File: src/inc/wdg_pkg.sv
/*
  Shared constants and carrier types for the guard timer and reset block.
  Assumes a single 200 MHz core clock and an APB register port.
*/
`default_nettype none
package wdg_pkg;

  // Clock and oscillator rates
  localparam int CLK_MHZ = 200;
  localparam int CLK_HZ  = 200_000_000;
  localparam int OSC_HZ  = 128_000;
  // Slow tick is an enable pulse; 1562.5 rounds down, tick runs a bit fast
  localparam int OSC_DIV = CLK_HZ / OSC_HZ;

  // Timing figures and derived cycle counts (least times round up)
  localparam int MIN_DROP_NS     = 2000;
  localparam int MIN_DROP_CYCLES = (MIN_DROP_NS * CLK_MHZ + 999) / 1000;
  localparam int STARTUP_NS      = 4_100_000;
  localparam int STARTUP_CYCLES  = (STARTUP_NS * CLK_MHZ + 999) / 1000;
  localparam int UNLOCK_CYCLES   = 4;
  localparam int BASE_TICKS      = 2048;
  localparam logic [3:0] SEL_MAX = 4'h9;

  // Register byte offsets
  localparam logic [11:0] OFS_CTRL    = 12'h000;
  localparam logic [11:0] OFS_CAUSE   = 12'h004;
  localparam logic [11:0] OFS_AUX     = 12'h008;
  localparam logic [11:0] OFS_RESTART = 12'h00c;

  // Control register fields
  localparam int CTRL_FLAG   = 7;
  localparam int CTRL_IRQ_EN = 6;
  localparam int CTRL_SEL3   = 5;
  localparam int CTRL_UNLOCK = 4;
  localparam int CTRL_RST_EN = 3;
  // Cause and auxiliary register fields
  localparam int CAUSE_GUARD = 3;
  localparam int CAUSE_DROP  = 2;
  localparam int AUX_BANDGAP = 0;
  localparam int AUX_CONV    = 1;

  // Reset values
  localparam logic [3:0] SEL_RESET    = 4'h0;
  localparam logic [2:0] UNLOCK_RESET = 3'h0;

  typedef struct packed {
    logic        psel;
    logic        penable;
    logic        pwrite;
    logic [11:0] paddr;
    logic [31:0] pwdata;
  } wdg_apb_req_t;

  typedef struct packed {
    logic        pready;
    logic        pslverr;
    logic [31:0] prdata;
  } wdg_apb_rsp_t;

endpackage
`default_nettype wire

File: src/hw/wdg_tick_div.sv
/*
  Divider making the 128 kHz guard oscillator tick as a one-cycle enable.
  Assumes core_clk at the package rate.
*/
`timescale 1ns/1ps
`default_nettype none
module wdg_tick_div (
  // Clock and reset
  input  wire logic core_clk,
  input  wire logic arst_n,
  // Tick out
  output var  logic tick
);

  typedef struct packed {
    logic [10:0] cnt;
    logic        tick;
  } wdg_div_state_t;

  localparam logic [10:0] DIV_LAST = 11'(wdg_pkg::OSC_DIV - 1);

  wdg_div_state_t s;
  wdg_div_state_t next_s;

  always_comb begin
    next_s = s;
    next_s.tick = 1'b0;
    if (s.cnt == DIV_LAST) begin
      next_s.cnt = 11'h000;
      next_s.tick = 1'b1;
    end else begin
      next_s.cnt = s.cnt + 11'h001;
    end
  end

  always_ff @(posedge core_clk or negedge arst_n) begin
    if (!arst_n) begin
      s <= '0;
    end else begin
      s <= next_s;
    end
  end

  assign tick = s.tick;
endmodule
`default_nettype wire

File: src/hw/wdg_reset_seq.sv
/*
  Supply drop filter and start-up delay counter driving the system reset.
  Assumes the drop comparator output is asynchronous to core_clk.
*/
`timescale 1ns/1ps
`default_nettype none
module wdg_reset_seq #(
  parameter int STARTUP_DELAY_CYCLES = wdg_pkg::STARTUP_CYCLES
) (
  // Clock and reset
  input  wire logic core_clk,
  input  wire logic arst_n,
  // Supply monitor
  input  wire logic monitored_supply_low,
  input  wire logic detect_en,
  // Guard timer reset pulse
  input  wire logic guard_pulse,
  // Results
  output var  logic drop_event,
  output var  logic system_reset
);

  typedef struct packed {
    logic        s1;
    logic        s2;
    logic [8:0]  drop_cnt;
    logic        in_drop;
    logic        pulse_d;
    logic        delay_run;
    logic [29:0] delay_cnt;
    logic        drop_event;
    logic        rst_out;
  } wdg_seq_state_t;

  localparam logic [8:0]  DROP_MIN = 9'(wdg_pkg::MIN_DROP_CYCLES);
  localparam logic [29:0] DELAY_LAST = 30'(STARTUP_DELAY_CYCLES - 1);

  wdg_seq_state_t s;
  wdg_seq_state_t next_s;
  logic           low_now;
  logic           qualify;

  always_comb begin
    next_s = s;
    next_s.s1 = monitored_supply_low;
    next_s.s2 = s.s1;
    next_s.drop_event = 1'b0;
    next_s.pulse_d = guard_pulse;
    low_now = s.s2 && detect_en;
    qualify = 1'b0;
    if (low_now) begin
      if (s.drop_cnt != DROP_MIN) begin
        next_s.drop_cnt = s.drop_cnt + 9'h001;
      end
      qualify = (s.drop_cnt == DROP_MIN) && !s.in_drop;
    end else begin
      next_s.drop_cnt = 9'h000;
    end
    if (qualify) begin
      next_s.in_drop = 1'b1;
      next_s.drop_event = 1'b1;
      next_s.delay_run = 1'b0;
    end else if (s.in_drop && !low_now) begin
      next_s.in_drop = 1'b0;
      next_s.delay_run = 1'b1;
      next_s.delay_cnt = 30'h0;
    end
    if (s.pulse_d && !guard_pulse && !next_s.in_drop) begin
      next_s.delay_run = 1'b1;
      next_s.delay_cnt = 30'h0;
    end else if (s.delay_run && !qualify) begin
      if (s.delay_cnt == DELAY_LAST) begin
        next_s.delay_run = 1'b0;
      end else begin
        next_s.delay_cnt = s.delay_cnt + 30'h1;
      end
    end
    next_s.rst_out = next_s.in_drop || next_s.delay_run || guard_pulse;
  end

  always_ff @(posedge core_clk or negedge arst_n) begin
    if (!arst_n) begin
      s <= '0;
    end else begin
      s <= next_s;
    end
  end

  assign drop_event = s.drop_event;
  assign system_reset = s.rst_out;
endmodule
`default_nettype wire

File: src/hw/wdg_guard_top.sv
/*
  Guard timer with interrupt and reset modes, timed change sequence,
  reset cause flags and bandgap enable, reached over APB.
  Assumes fuse and supply inputs are asynchronous pins and that the
  vector acknowledge comes from core logic on core_clk.
*/
// Overview of operation
// - Qualified supply drop asserts reset immediately
// - Reset held through start-up delay after recovery
// - Drops shorter than minimum duration ignored
// - Guard reset pulse lasts one clock
// - Start-up delay begins at pulse fall
// - Reference on if fuse, bandgap or converter
// - Guard counter advances on 128 kHz ticks
// - Expiry gives interrupt, reset or both
// - Interrupt mode raises wake-capable interrupt only
// - Reset mode expiry resets the system
// - Combined mode: interrupt first, then reset
// - Always-on fuse forces reset mode
// - Disable or select change only via sequence
// - Change write accepted within four cycles only
// - Time-out selectable from 16ms to 8s
// - Guard stays enabled after guard reset
// - Enable reads set while reset flag set
// - Unlock bit clears itself after four cycles
// - Flag set on expiry, cleared by vector/one
// - Select codes map 2k doubling to 1024k
`timescale 1ns/1ps
`default_nettype none
module wdg_guard_top #(
  parameter int GUARD_BASE_TICKS     = wdg_pkg::BASE_TICKS,
  parameter int STARTUP_DELAY_CYCLES = wdg_pkg::STARTUP_CYCLES
) (
  // Clock and reset
  input  wire logic                  core_clk,
  input  wire logic                  arst_n,
  // APB slave
  input  wire wdg_pkg::wdg_apb_req_t apb_req,
  output var  wdg_pkg::wdg_apb_rsp_t apb_rsp,
  // Fuses and supply monitor pins
  input  wire logic                  guard_always_on_fuse,
  input  wire logic                  drop_detect_fuse,
  input  wire logic                  monitored_supply_low,
  // Core side
  input  wire logic                  irq_vector_ack,
  output var  logic                  guard_irq,
  output var  logic                  guard_reset_pulse,
  output var  logic                  system_reset,
  output var  logic                  reference_enable
);

  typedef struct packed {
    logic [1:0]  fuse_s1;
    logic [1:0]  fuse_s2;
    logic        irq_flag;
    logic        irq_en;
    logic        rst_en;
    logic [3:0]  sel;
    logic [2:0]  unlock_cnt;
    logic [20:0] count;
    logic        guard_flag;
    logic        drop_flag;
    logic        bandgap_sel;
    logic        conv_en;
    logic        pready;
    logic        pslverr;
    logic [31:0] prdata;
    logic        irq_out;
    logic        ref_en;
    logic        rst_pulse;
  } wdg_top_state_t;

  localparam logic [2:0] UNLOCK_LOAD = 3'(wdg_pkg::UNLOCK_CYCLES);

  wdg_top_state_t s;
  wdg_top_state_t next_s;

  logic        tick;
  logic        drop_event;
  logic        seq_reset;
  logic        fuse_on;
  logic        eff_rst_en;
  logic        eff_irq_en;
  logic        win;
  logic        setup;
  logic        wr;
  logic        wr_ctrl;
  logic        open_wr;
  logic        restart_wr;
  logic        running;
  logic        expire;
  logic [3:0]  sel_eff;
  logic [31:0] limit;
  logic [7:0]  wb;
  logic [7:0]  ctrl_rd;

  //////////////////////////////////////////////////////////////////////////

  wdg_tick_div u_tick (
    .core_clk (core_clk),
    .arst_n   (arst_n),
    .tick     (tick)
  );

  wdg_reset_seq #(
    .STARTUP_DELAY_CYCLES (STARTUP_DELAY_CYCLES)
  ) u_seq (
    .core_clk             (core_clk),
    .arst_n               (arst_n),
    .monitored_supply_low (monitored_supply_low),
    .detect_en            (s.fuse_s2[1]),
    .guard_pulse          (s.rst_pulse),
    .drop_event           (drop_event),
    .system_reset         (seq_reset)
  );

  //////////////////////////////////////////////////////////////////////////

  always_comb begin
    next_s = s;
    next_s.fuse_s1 = {drop_detect_fuse, guard_always_on_fuse};
    next_s.fuse_s2 = s.fuse_s1;
    fuse_on = s.fuse_s2[0];
    eff_rst_en = s.rst_en || fuse_on || s.guard_flag;
    eff_irq_en = s.irq_en && !fuse_on;
    win = (s.unlock_cnt != 3'h0);
    ctrl_rd = {s.irq_flag, eff_irq_en, s.sel[3], win, eff_rst_en,
               s.sel[2:0]};
    setup = apb_req.psel && !apb_req.penable;
    wr = apb_req.psel && apb_req.penable && s.pready && apb_req.pwrite
         && !s.pslverr;
    wb = apb_req.pwdata[7:0];
    wr_ctrl = wr && (apb_req.paddr == wdg_pkg::OFS_CTRL);
    open_wr = wr_ctrl && wb[wdg_pkg::CTRL_UNLOCK]
              && wb[wdg_pkg::CTRL_RST_EN];
    restart_wr = wr && (apb_req.paddr == wdg_pkg::OFS_RESTART);

    // Zero-wait slave: data is captured in setup, ready in access
    next_s.pready = setup;
    next_s.pslverr = 1'b0;
    if (setup) begin
      next_s.prdata = 32'h0;
      unique case (apb_req.paddr)
        wdg_pkg::OFS_CTRL:    next_s.prdata = {24'h0, ctrl_rd};
        wdg_pkg::OFS_CAUSE:   next_s.prdata = {28'h0, s.guard_flag,
                                               s.drop_flag, 2'h0};
        wdg_pkg::OFS_AUX:     next_s.prdata = {30'h0, s.conv_en,
                                               s.bandgap_sel};
        wdg_pkg::OFS_RESTART: next_s.prdata = 32'h0;
        default:              next_s.pslverr = 1'b1;
      endcase
    end

    if (win) begin
      next_s.unlock_cnt = s.unlock_cnt - 3'h1;
    end
    if (wr_ctrl) begin
      next_s.irq_en = wb[wdg_pkg::CTRL_IRQ_EN];
      if (wb[wdg_pkg::CTRL_FLAG]) begin
        next_s.irq_flag = 1'b0;
      end
      // disable and select only inside window
      if (win && !wb[wdg_pkg::CTRL_UNLOCK]) begin
        next_s.rst_en = wb[wdg_pkg::CTRL_RST_EN];
        next_s.sel = {wb[wdg_pkg::CTRL_SEL3], wb[2:0]};
        next_s.unlock_cnt = 3'h0;
      end else if (wb[wdg_pkg::CTRL_RST_EN]) begin
        next_s.rst_en = 1'b1;
      end
      if (open_wr) begin
        next_s.unlock_cnt = UNLOCK_LOAD;
      end
    end
    if (wr && (apb_req.paddr == wdg_pkg::OFS_CAUSE)) begin
      if (!wb[wdg_pkg::CAUSE_GUARD]) begin
        next_s.guard_flag = 1'b0;
      end
      if (!wb[wdg_pkg::CAUSE_DROP]) begin
        next_s.drop_flag = 1'b0;
      end
    end
    if (wr && (apb_req.paddr == wdg_pkg::OFS_AUX)) begin
      next_s.bandgap_sel = wb[wdg_pkg::AUX_BANDGAP];
      next_s.conv_en = wb[wdg_pkg::AUX_CONV];
    end

    // codes above nine clamp to the longest
    sel_eff = (s.sel > wdg_pkg::SEL_MAX) ? wdg_pkg::SEL_MAX : s.sel;
    // base count doubled per select step
    limit = 32'(GUARD_BASE_TICKS) << sel_eff;
    running = eff_rst_en || eff_irq_en;
    expire = 1'b0;
    if (running && tick) begin
      if ({11'h0, s.count} >= (limit - 32'h1)) begin
        expire = 1'b1;
        next_s.count = 21'h0;
      end else begin
        next_s.count = s.count + 21'h1;
      end
    end
    if (restart_wr || !running) begin
      next_s.count = 21'h0;
    end

    // vector clears flag, combined mode drops enable
    if (irq_vector_ack) begin
      next_s.irq_flag = 1'b0;
      if (eff_rst_en && eff_irq_en) begin
        next_s.irq_en = 1'b0;
      end
    end
    if (expire && eff_irq_en && (!eff_rst_en || !s.irq_flag)) begin
      next_s.irq_flag = 1'b1;
    end
    next_s.rst_pulse = expire && eff_rst_en && (!eff_irq_en || s.irq_flag);

    // guard reset keeps guard enabled through flag
    if (s.rst_pulse || drop_event) begin
      next_s.irq_flag = 1'b0;
      next_s.irq_en = 1'b0;
      next_s.rst_en = 1'b0;
      next_s.sel = wdg_pkg::SEL_RESET;
      next_s.unlock_cnt = wdg_pkg::UNLOCK_RESET;
      next_s.count = 21'h0;
      next_s.bandgap_sel = 1'b0;
      next_s.conv_en = 1'b0;
    end
    if (s.rst_pulse) begin
      next_s.guard_flag = 1'b1;
    end
    if (drop_event) begin
      next_s.drop_flag = 1'b1;
    end

    // interrupt line doubles as wake request
    next_s.irq_out = next_s.irq_flag && next_s.irq_en && !fuse_on;
    // reference enable is an OR of three
    next_s.ref_en = s.fuse_s2[1] || s.bandgap_sel || s.conv_en;
  end

  always_ff @(posedge core_clk or negedge arst_n) begin
    if (!arst_n) begin
      s <= '0;
    end else begin
      s <= next_s;
    end
  end

  assign apb_rsp = '{pready: s.pready, pslverr: s.pslverr,
                     prdata: s.prdata};
  assign guard_irq = s.irq_out;
  assign guard_reset_pulse = s.rst_pulse;
  assign system_reset = seq_reset;
  assign reference_enable = s.ref_en;
endmodule
`default_nettype wire

File: config.mk
export PLATFORM = sky130hd
export DESIGN_NAME = wdg_guard_top
export DESIGN_NICKNAME = d
export VERILOG_FILES = /design/src/inc/wdg_pkg.sv /design/src/hw/wdg_tick_div.sv /design/src/hw/wdg_reset_seq.sv /design/src/hw/wdg_guard_top.sv
export SDC_FILE = /design/constraint.sdc
export NUM_CORES = 1
export LEC_CHECK = 0
export BUFFER_PORTS_ARGS = -buffer_cell sky130_fd_sc_hd__buf_2
export CAP_MARGIN = 25
export CORE_MARGIN = 4
export CORE_UTILIZATION = 60
export CTS_BUF_LIST = sky130_fd_sc_hd__clkbuf_8
export CTS_CLUSTER_SIZE = 40
export DETAILED_ROUTE_END_ITERATION = 10
export GPL_ROUTABILITY_DRIVEN = 0
export GPL_TIMING_DRIVEN = 0
export PLACE_DENSITY = 0.84
export SKIP_LAST_GASP = 1
export SLEW_MARGIN = 20
export SYNTH_ARGS = -nofsm -noshare
export SYNTH_HDL_FRONTEND = slang
export SYNTH_HIERARCHICAL = 1
export SYNTH_SLANG_ARGS = --single-unit
File: constraint.sdc
create_clock -name core_clk -period 7.16 [get_ports core_clk]
set_input_delay 1.074 -clock core_clk [delete_from_list [all_inputs] [get_ports core_clk]]
set_output_delay 1.074 -clock core_clk [all_outputs]
set_load 0.05 [all_outputs]
# Word-level counts from Yosys, hierarchy flattened
# Index checks and enable logic that the tools add are counted.
# totals
rom_bits,0
memories,0
latchBits,0
word_cells,155
ram_bits,0
regBits,134
in_bits,53
# op_classes
shifts,1
n_eq_ne,10
n_bitwise,0
multipliers,0
reduce_logical,65
order_cmp,2
div_mod_pow,0
n_addsub,6
n_mux,42
# ops
cell,n
31-bit two-way mux,4
21-bit two-way mux,3
30-bit two-way mux,2
33-bit two-way mux,1
21-bit by 32-bit >= comparator with 1-bit output,1
12-bit by 4-bit << shifter with 32-bit output (first input constant),1
32-bit by 1-bit subtractor with 32-bit output (second input constant),1
30-bit by 1-bit adder with 30-bit output (second input constant),1
30-bit by 20-bit equality test with 1-bit output (second input constant),1
1-bit logical AND,27
12-bit by 4-bit equality test with 1-bit output (second input constant),2
8-bit case mux with 3 select lines,1
21-bit by 1-bit adder with 21-bit output (second input constant),1
1-bit two-way mux,19
9-bit two-way mux,2
1-bit zero test,13
12-bit by 3-bit equality test with 1-bit output (second input constant),1
12-bit zero test,1
11-bit by 1-bit adder with 11-bit output (second input constant),1
11-bit equality test (second input constant),1
1-bit logical OR,11
11-bit two-way mux,1
10-bit two-way mux,1
2-bit nonzero test,5
14 further kinds,24

# Logic depth before layout (Yosys ltp)
# depth
word_depth,15
depth_mapped,15
mapped_depth_nobuf,13

# Modules after synthesis
# Netlist, hierarchy kept.
# modules_own_cells
mod,n_inst,cells_per_inst,seq_area_each_um2,area_each_um2
wdg_guard_top,1,354,1301.2,3344.5
wdg_reset_seq,1,244,1151.1,2349.8
wdg_tick_div,1,50,300.3,565.5

# Least setup slack after synthesis
# No wires, ideal clock.
# synth_timing
kind,reg-to-reg
start,register s (netlist bit ctrl_rd[1])
end,"register, netlist name s[41]"
slack_ns,3.791
setup_time_ns,0.125
n_path_buf,2
arrival_ns,3.244
path_stages_with_launch,14
synth_period_minus_slack_ns,3.369
cell_sequence,dfrtp_1 clkbuf_1 or4_1 ha_1 nor3_1 a21o_1 a32oi_1 ha_1 nand3_1 or3_4 o32ai_4 nor3_2 buf_6 mux2_2
# synth_lines
item,line,text
from (decl),wdg_guard_top.sv:75,wdg_top_state_t s;
from (signal assigned),wdg_guard_top.sv:245,s <= next_s;

==> flow_metrics.env <==
export IMPL_first_pass_grt_wire_length_mm=22.65
export IMPL_routed_length_per_instance_um=15.66
export IMPL_timing_critical_path_cells="clkbuf_1 > or4_1 > ha_1 > nor3_1 > mux2_2 > a22oi_1 > ha_1 > a211oi_1 > o21ai_0 > a21oi_1 > o32ai_4 > nor3_2 > buf_2 > a22o_1"
export IMPL_synth_enable_flop_cells=0
export IMPL_design_die_area_um2=12130
export IMPL_ys_flop_type="sky130_fd_sc_hd__dfrtp_1"
export IMPL_synth_xor_area_frac=0.05177
export IMPL_tritoncts_clock_tree="yes"
export IMPL_synthSimpleGateAreaFrac=0.2461
export IMPL_power_ir_vdd_worst_uv=122.2
export IMPL_synth_async_reset_ratio=1.000
export IMPL_slew_violations=0
export IMPL_synth_avg_cell_area_um2=9.660
export IMPL_critical_path_top_cell_by_count="sky130_fd_sc_hd__ha_1"
export IMPL_viasPerCell=5.895
export IMPL_cts_repair_timing_setup_buffer_count=0
export IMPL_synth_compound_area_share=0.1295
export IMPL_cp_required_ns=7.47
export IMPL_grtUsageTotal=0.2318
export IMPL_detail_route_first_pass_iterations=6
export IMPL_num_antenna_cells=0
export IMPL_wl_met1_mm=5.817
export IMPL_fp_row_count=37
export IMPL_timing_max_cap_violations=0
export IMPL_synth_adder_area_share=0.03798
export IMPL_detailroute_wirelength_met3_um=695
export IMPL_cts_repair_resized=0
export IMPL_route_vias_total=5093
export IMPL_clock_root_buffer="sky130_fd_sc_hd__clkbuf_8"
export IMPL_top_layer_used="met4"
export IMPL_wl_met2_mm=6.781
export IMPL_clk_latency_ns=0.37
export IMPL_slew_limit_headroom=0.3807
export IMPL_layout_cells_non_filler=864
export IMPL_dominant_combinational_cell_family_by_area_after_synthesis="simple AND/OR/NAND/NOR gates"
export IMPL_die_width_um=110.1
export IMPL_antenna_found_initial=0
export IMPL_final_common_cell="sky130_fd_sc_hd__dfrtp_1"
export IMPL_fin_crit_ns=3.854
export IMPL_path_clk_slew_ns=0.11
export IMPL_timing_critical_path_arrival_ns=4.16
export IMPL_timing_clock_skew_ns=0.01105
export IMPL_max_slew_worst_pin_slew_ns=0.9213
export IMPL_drt_antenna_violating_nets=0
export IMPL_grt_overflow=0
export IMPL_die_h_um=110.1
export IMPL_layout_common_cells="110 x sky130_fd_sc_hd__dfrtp_1, 72 x sky130_fd_sc_hd__nor2_1, 45 x sky130_fd_sc_hd__buf_2"
export IMPL_fin_setup_tns_ns=0
export IMPL_clock_fmax_mhz=259.4
export IMPL_yosysWarningCount=6
export IMPL_synth_yosys_seq_area_share=0.4397
export IMPL_area_of_all_sequential_standard_cells_um2=2753
export IMPL_min_delay_path_class="flip-flop to flip-flop"
export IMPL_synthCells=648
export IMPL_total_detailed_routing_wirelength_mm=13.53
export IMPL_power_density_cell_area_nw_per_um2=168.1
export IMPL_multi_input_comb_area_um2=3146
export IMPL_grt_max_degree=61
export IMPL_total_leakage_power_nw=3.241
export IMPL_slowest_cell_delay_on_critical_path_ns=0.61
export IMPL_core_area_um2=10230
export IMPL_cts_root_to_sink_buffers=2
export IMPL_cts_hold_buf=0
export IMPL_drive_gt1_frac=0.1745
export IMPL_worstSetupPathType="flip-flop to flip-flop"
export IMPL_cts_htree_levels=3
export IMPL_io_pins=91
export IMPL_total_clock_buffers_created_by_cts=9
export IMPL_status="finished, final reports clean"
export IMPL_placed_instances=848
export IMPL_remaining_drc_errors=0
export IMPL_first_global_vias=5029
export IMPL_layout_worst_path_cycle_share=0.5383
export IMPL_timing_critical_path_slowest_stage_cell="sky130_fd_sc_hd__or4_1"
export IMPL_layout_area_overhead_vs_synth_pct=11.23
export IMPL_synthDistinctLibCells=65
export IMPL_critPathMaxFanout=10
export IMPL_muxShareOfSynthArea=0.02119
export IMPL_critPathLaunchType="flip-flop"
export IMPL_dp_final_hpwl_mm=9.808
export IMPL_drtIter0Drc=336
export IMPL_synth_cell_area_um2=6260
export IMPL_setup_worst_path_end_class="flip-flop"
export IMPL_report_power_total_w=0.001170
export IMPL_fill_cells=786
export IMPL_cts_sink_count=110
export IMPL_buffer_ports_inserted=40
export IMPL_final_setup_viol_count=0
export IMPL_floorplan_initialDensity=0.6118
export IMPL_rsz_0062_raised_after_global_routing="no"
export IMPL_num_nets_final=795
export IMPL_synth_ff_latch_count=110
export IMPL_finalHoldViolations=0
export IMPL_place_area_um2=6756
export IMPL_final_design_area_no_fill_um2=6963
-- worst max-delay path: cells and delay by family (launching register included) --
family                   cells  cell delay (ns)
buffers and inverters        2             0.49
adder cells (fa/ha/maj)      2             0.61
AO/OA/AOI/OAI                6             0.97
multiplexers                 1             0.21
AND/OR/NAND/NOR              3             1.12
flip-flops                   1             0.40
-- cell families (layout without fill, tap and decap cells) --
family	after synthesis	after routing
fa+ha+maj	19	19
other cells	2	25
simple gates	276	276
mux	13	13
compound gates	113	113
flops	110	110
buf+inv	78	135
xor+xnor	37	37
-- layer usage --
layer / track usage / vias up
met3: 0.03262 / 23
met1: 0.3004 / 2459
met4: 0.08179 / 0
met5: 0 / -
li1: - / 2426
met2: 0.3986 / 185
-- flip-flops by register name (all words and copies together) (netlist names) --
name	count
u_tick/tick	1
u_seq/s	43
u_tick/s	11
ctrl_rd	5
u_seq/system_reset	1
s	31
u_seq/drop_event	1
apb_rsp	10
reference_enable	1
next_s	2
u_seq/next_s	1
guard_reset_pulse	1
fuse_on	1
guard_irq	1
-- path summary, 6_finish.rpt --
| kind | start | end | slack (ns) | cells past startpoint |
|---|---|---|---|---|
| max | ctrl_rd[1] | s[54] | 3.31 | 14 |
| min | next_s[73] | s[73] | 0.36 | 0 |
| max reg2reg | ctrl_rd[1] | s[54] | 3.31 | 14 |
| min reg2reg | next_s[73] | s[73] | 0.36 | 0 |
| max in group asynchronous | arst_n | u_seq/s[16] | 5.87 | 2 |
| min in group asynchronous | arst_n | apb_rsp[0] | 0.63 | 1 |
-- synth_stat cells, types with 4 or more instances --
cell type                  number  area [um2]
sky130_fd_sc_hd__o211ai_1       4       30.03
sky130_fd_sc_hd__nor4_1        16       100.1
sky130_fd_sc_hd__a22o_1        23       201.4
sky130_fd_sc_hd__nand3_1       28       140.1
sky130_fd_sc_hd__buf_2          6       30.03
sky130_fd_sc_hd__or4_1          6       45.04
sky130_fd_sc_hd__clkbuf_1      16       60.06
sky130_fd_sc_hd__inv_1         18       67.56
sky130_fd_sc_hd__and3_1        12       75.07
sky130_fd_sc_hd__xnor2_1       13       113.9
sky130_fd_sc_hd__nor2_1        72       270.3
sky130_fd_sc_hd__ha_1          19       237.7
sky130_fd_sc_hd__dfrtp_1      110        2753
sky130_fd_sc_hd__nand2_1       42       157.7
sky130_fd_sc_hd__xor2_1        24       210.2
sky130_fd_sc_hd__nand4b_1       4       35.03
sky130_fd_sc_hd__or3_1         10       62.56
sky130_fd_sc_hd__nand4_1       19       118.9
sky130_fd_sc_hd__o31ai_1       21       157.7
sky130_fd_sc_hd__nand2b_1       7       43.79
sky130_fd_sc_hd__o21ai_0       22       110.1
sky130_fd_sc_hd__a21oi_1       24       120.1
sky130_fd_sc_hd__or2_2          4       25.02
sky130_fd_sc_hd__nor2b_1       11       68.82
sky130_fd_sc_hd__nor3_1        15       75.07
sky130_fd_sc_hd__mux2i_1       11       110.1
sky130_fd_sc_hd__buf_4         35       262.8
-- metrics by stage --
step                  util  worst slack, ns  hold WS [ns]
floorplan                -            3.791        0.3312
global placement    0.6565            3.447        0.3317
detailed placement  0.6604            3.340        0.3362
CTS                 0.6806            3.324        0.3593
global route        0.6806            2.921        0.3731
finish              0.6806            3.306        0.3561
-- area by class of cell --
type	instances	share of cell area
clock inverter	6	0.009883
inverter	18	0.009704
multi-input combinational	483	0.4518
timing repair buffer	41	0.03360
buffer	60	0.05553
tap	136	0.02444
clock buffer	10	0.01977
sequential	110	0.3953
-- power breakdown --
part | total [W] | internal [W] | switching, W
registers | 0.000642 | 0.000633 | 0.00000859
logic | 0.000140 | 0.0000481 | 0.0000920
clock network | 0.000389 | 0.000175 | 0.000214
Note: power is estimated with default switching activity, not from simulation.
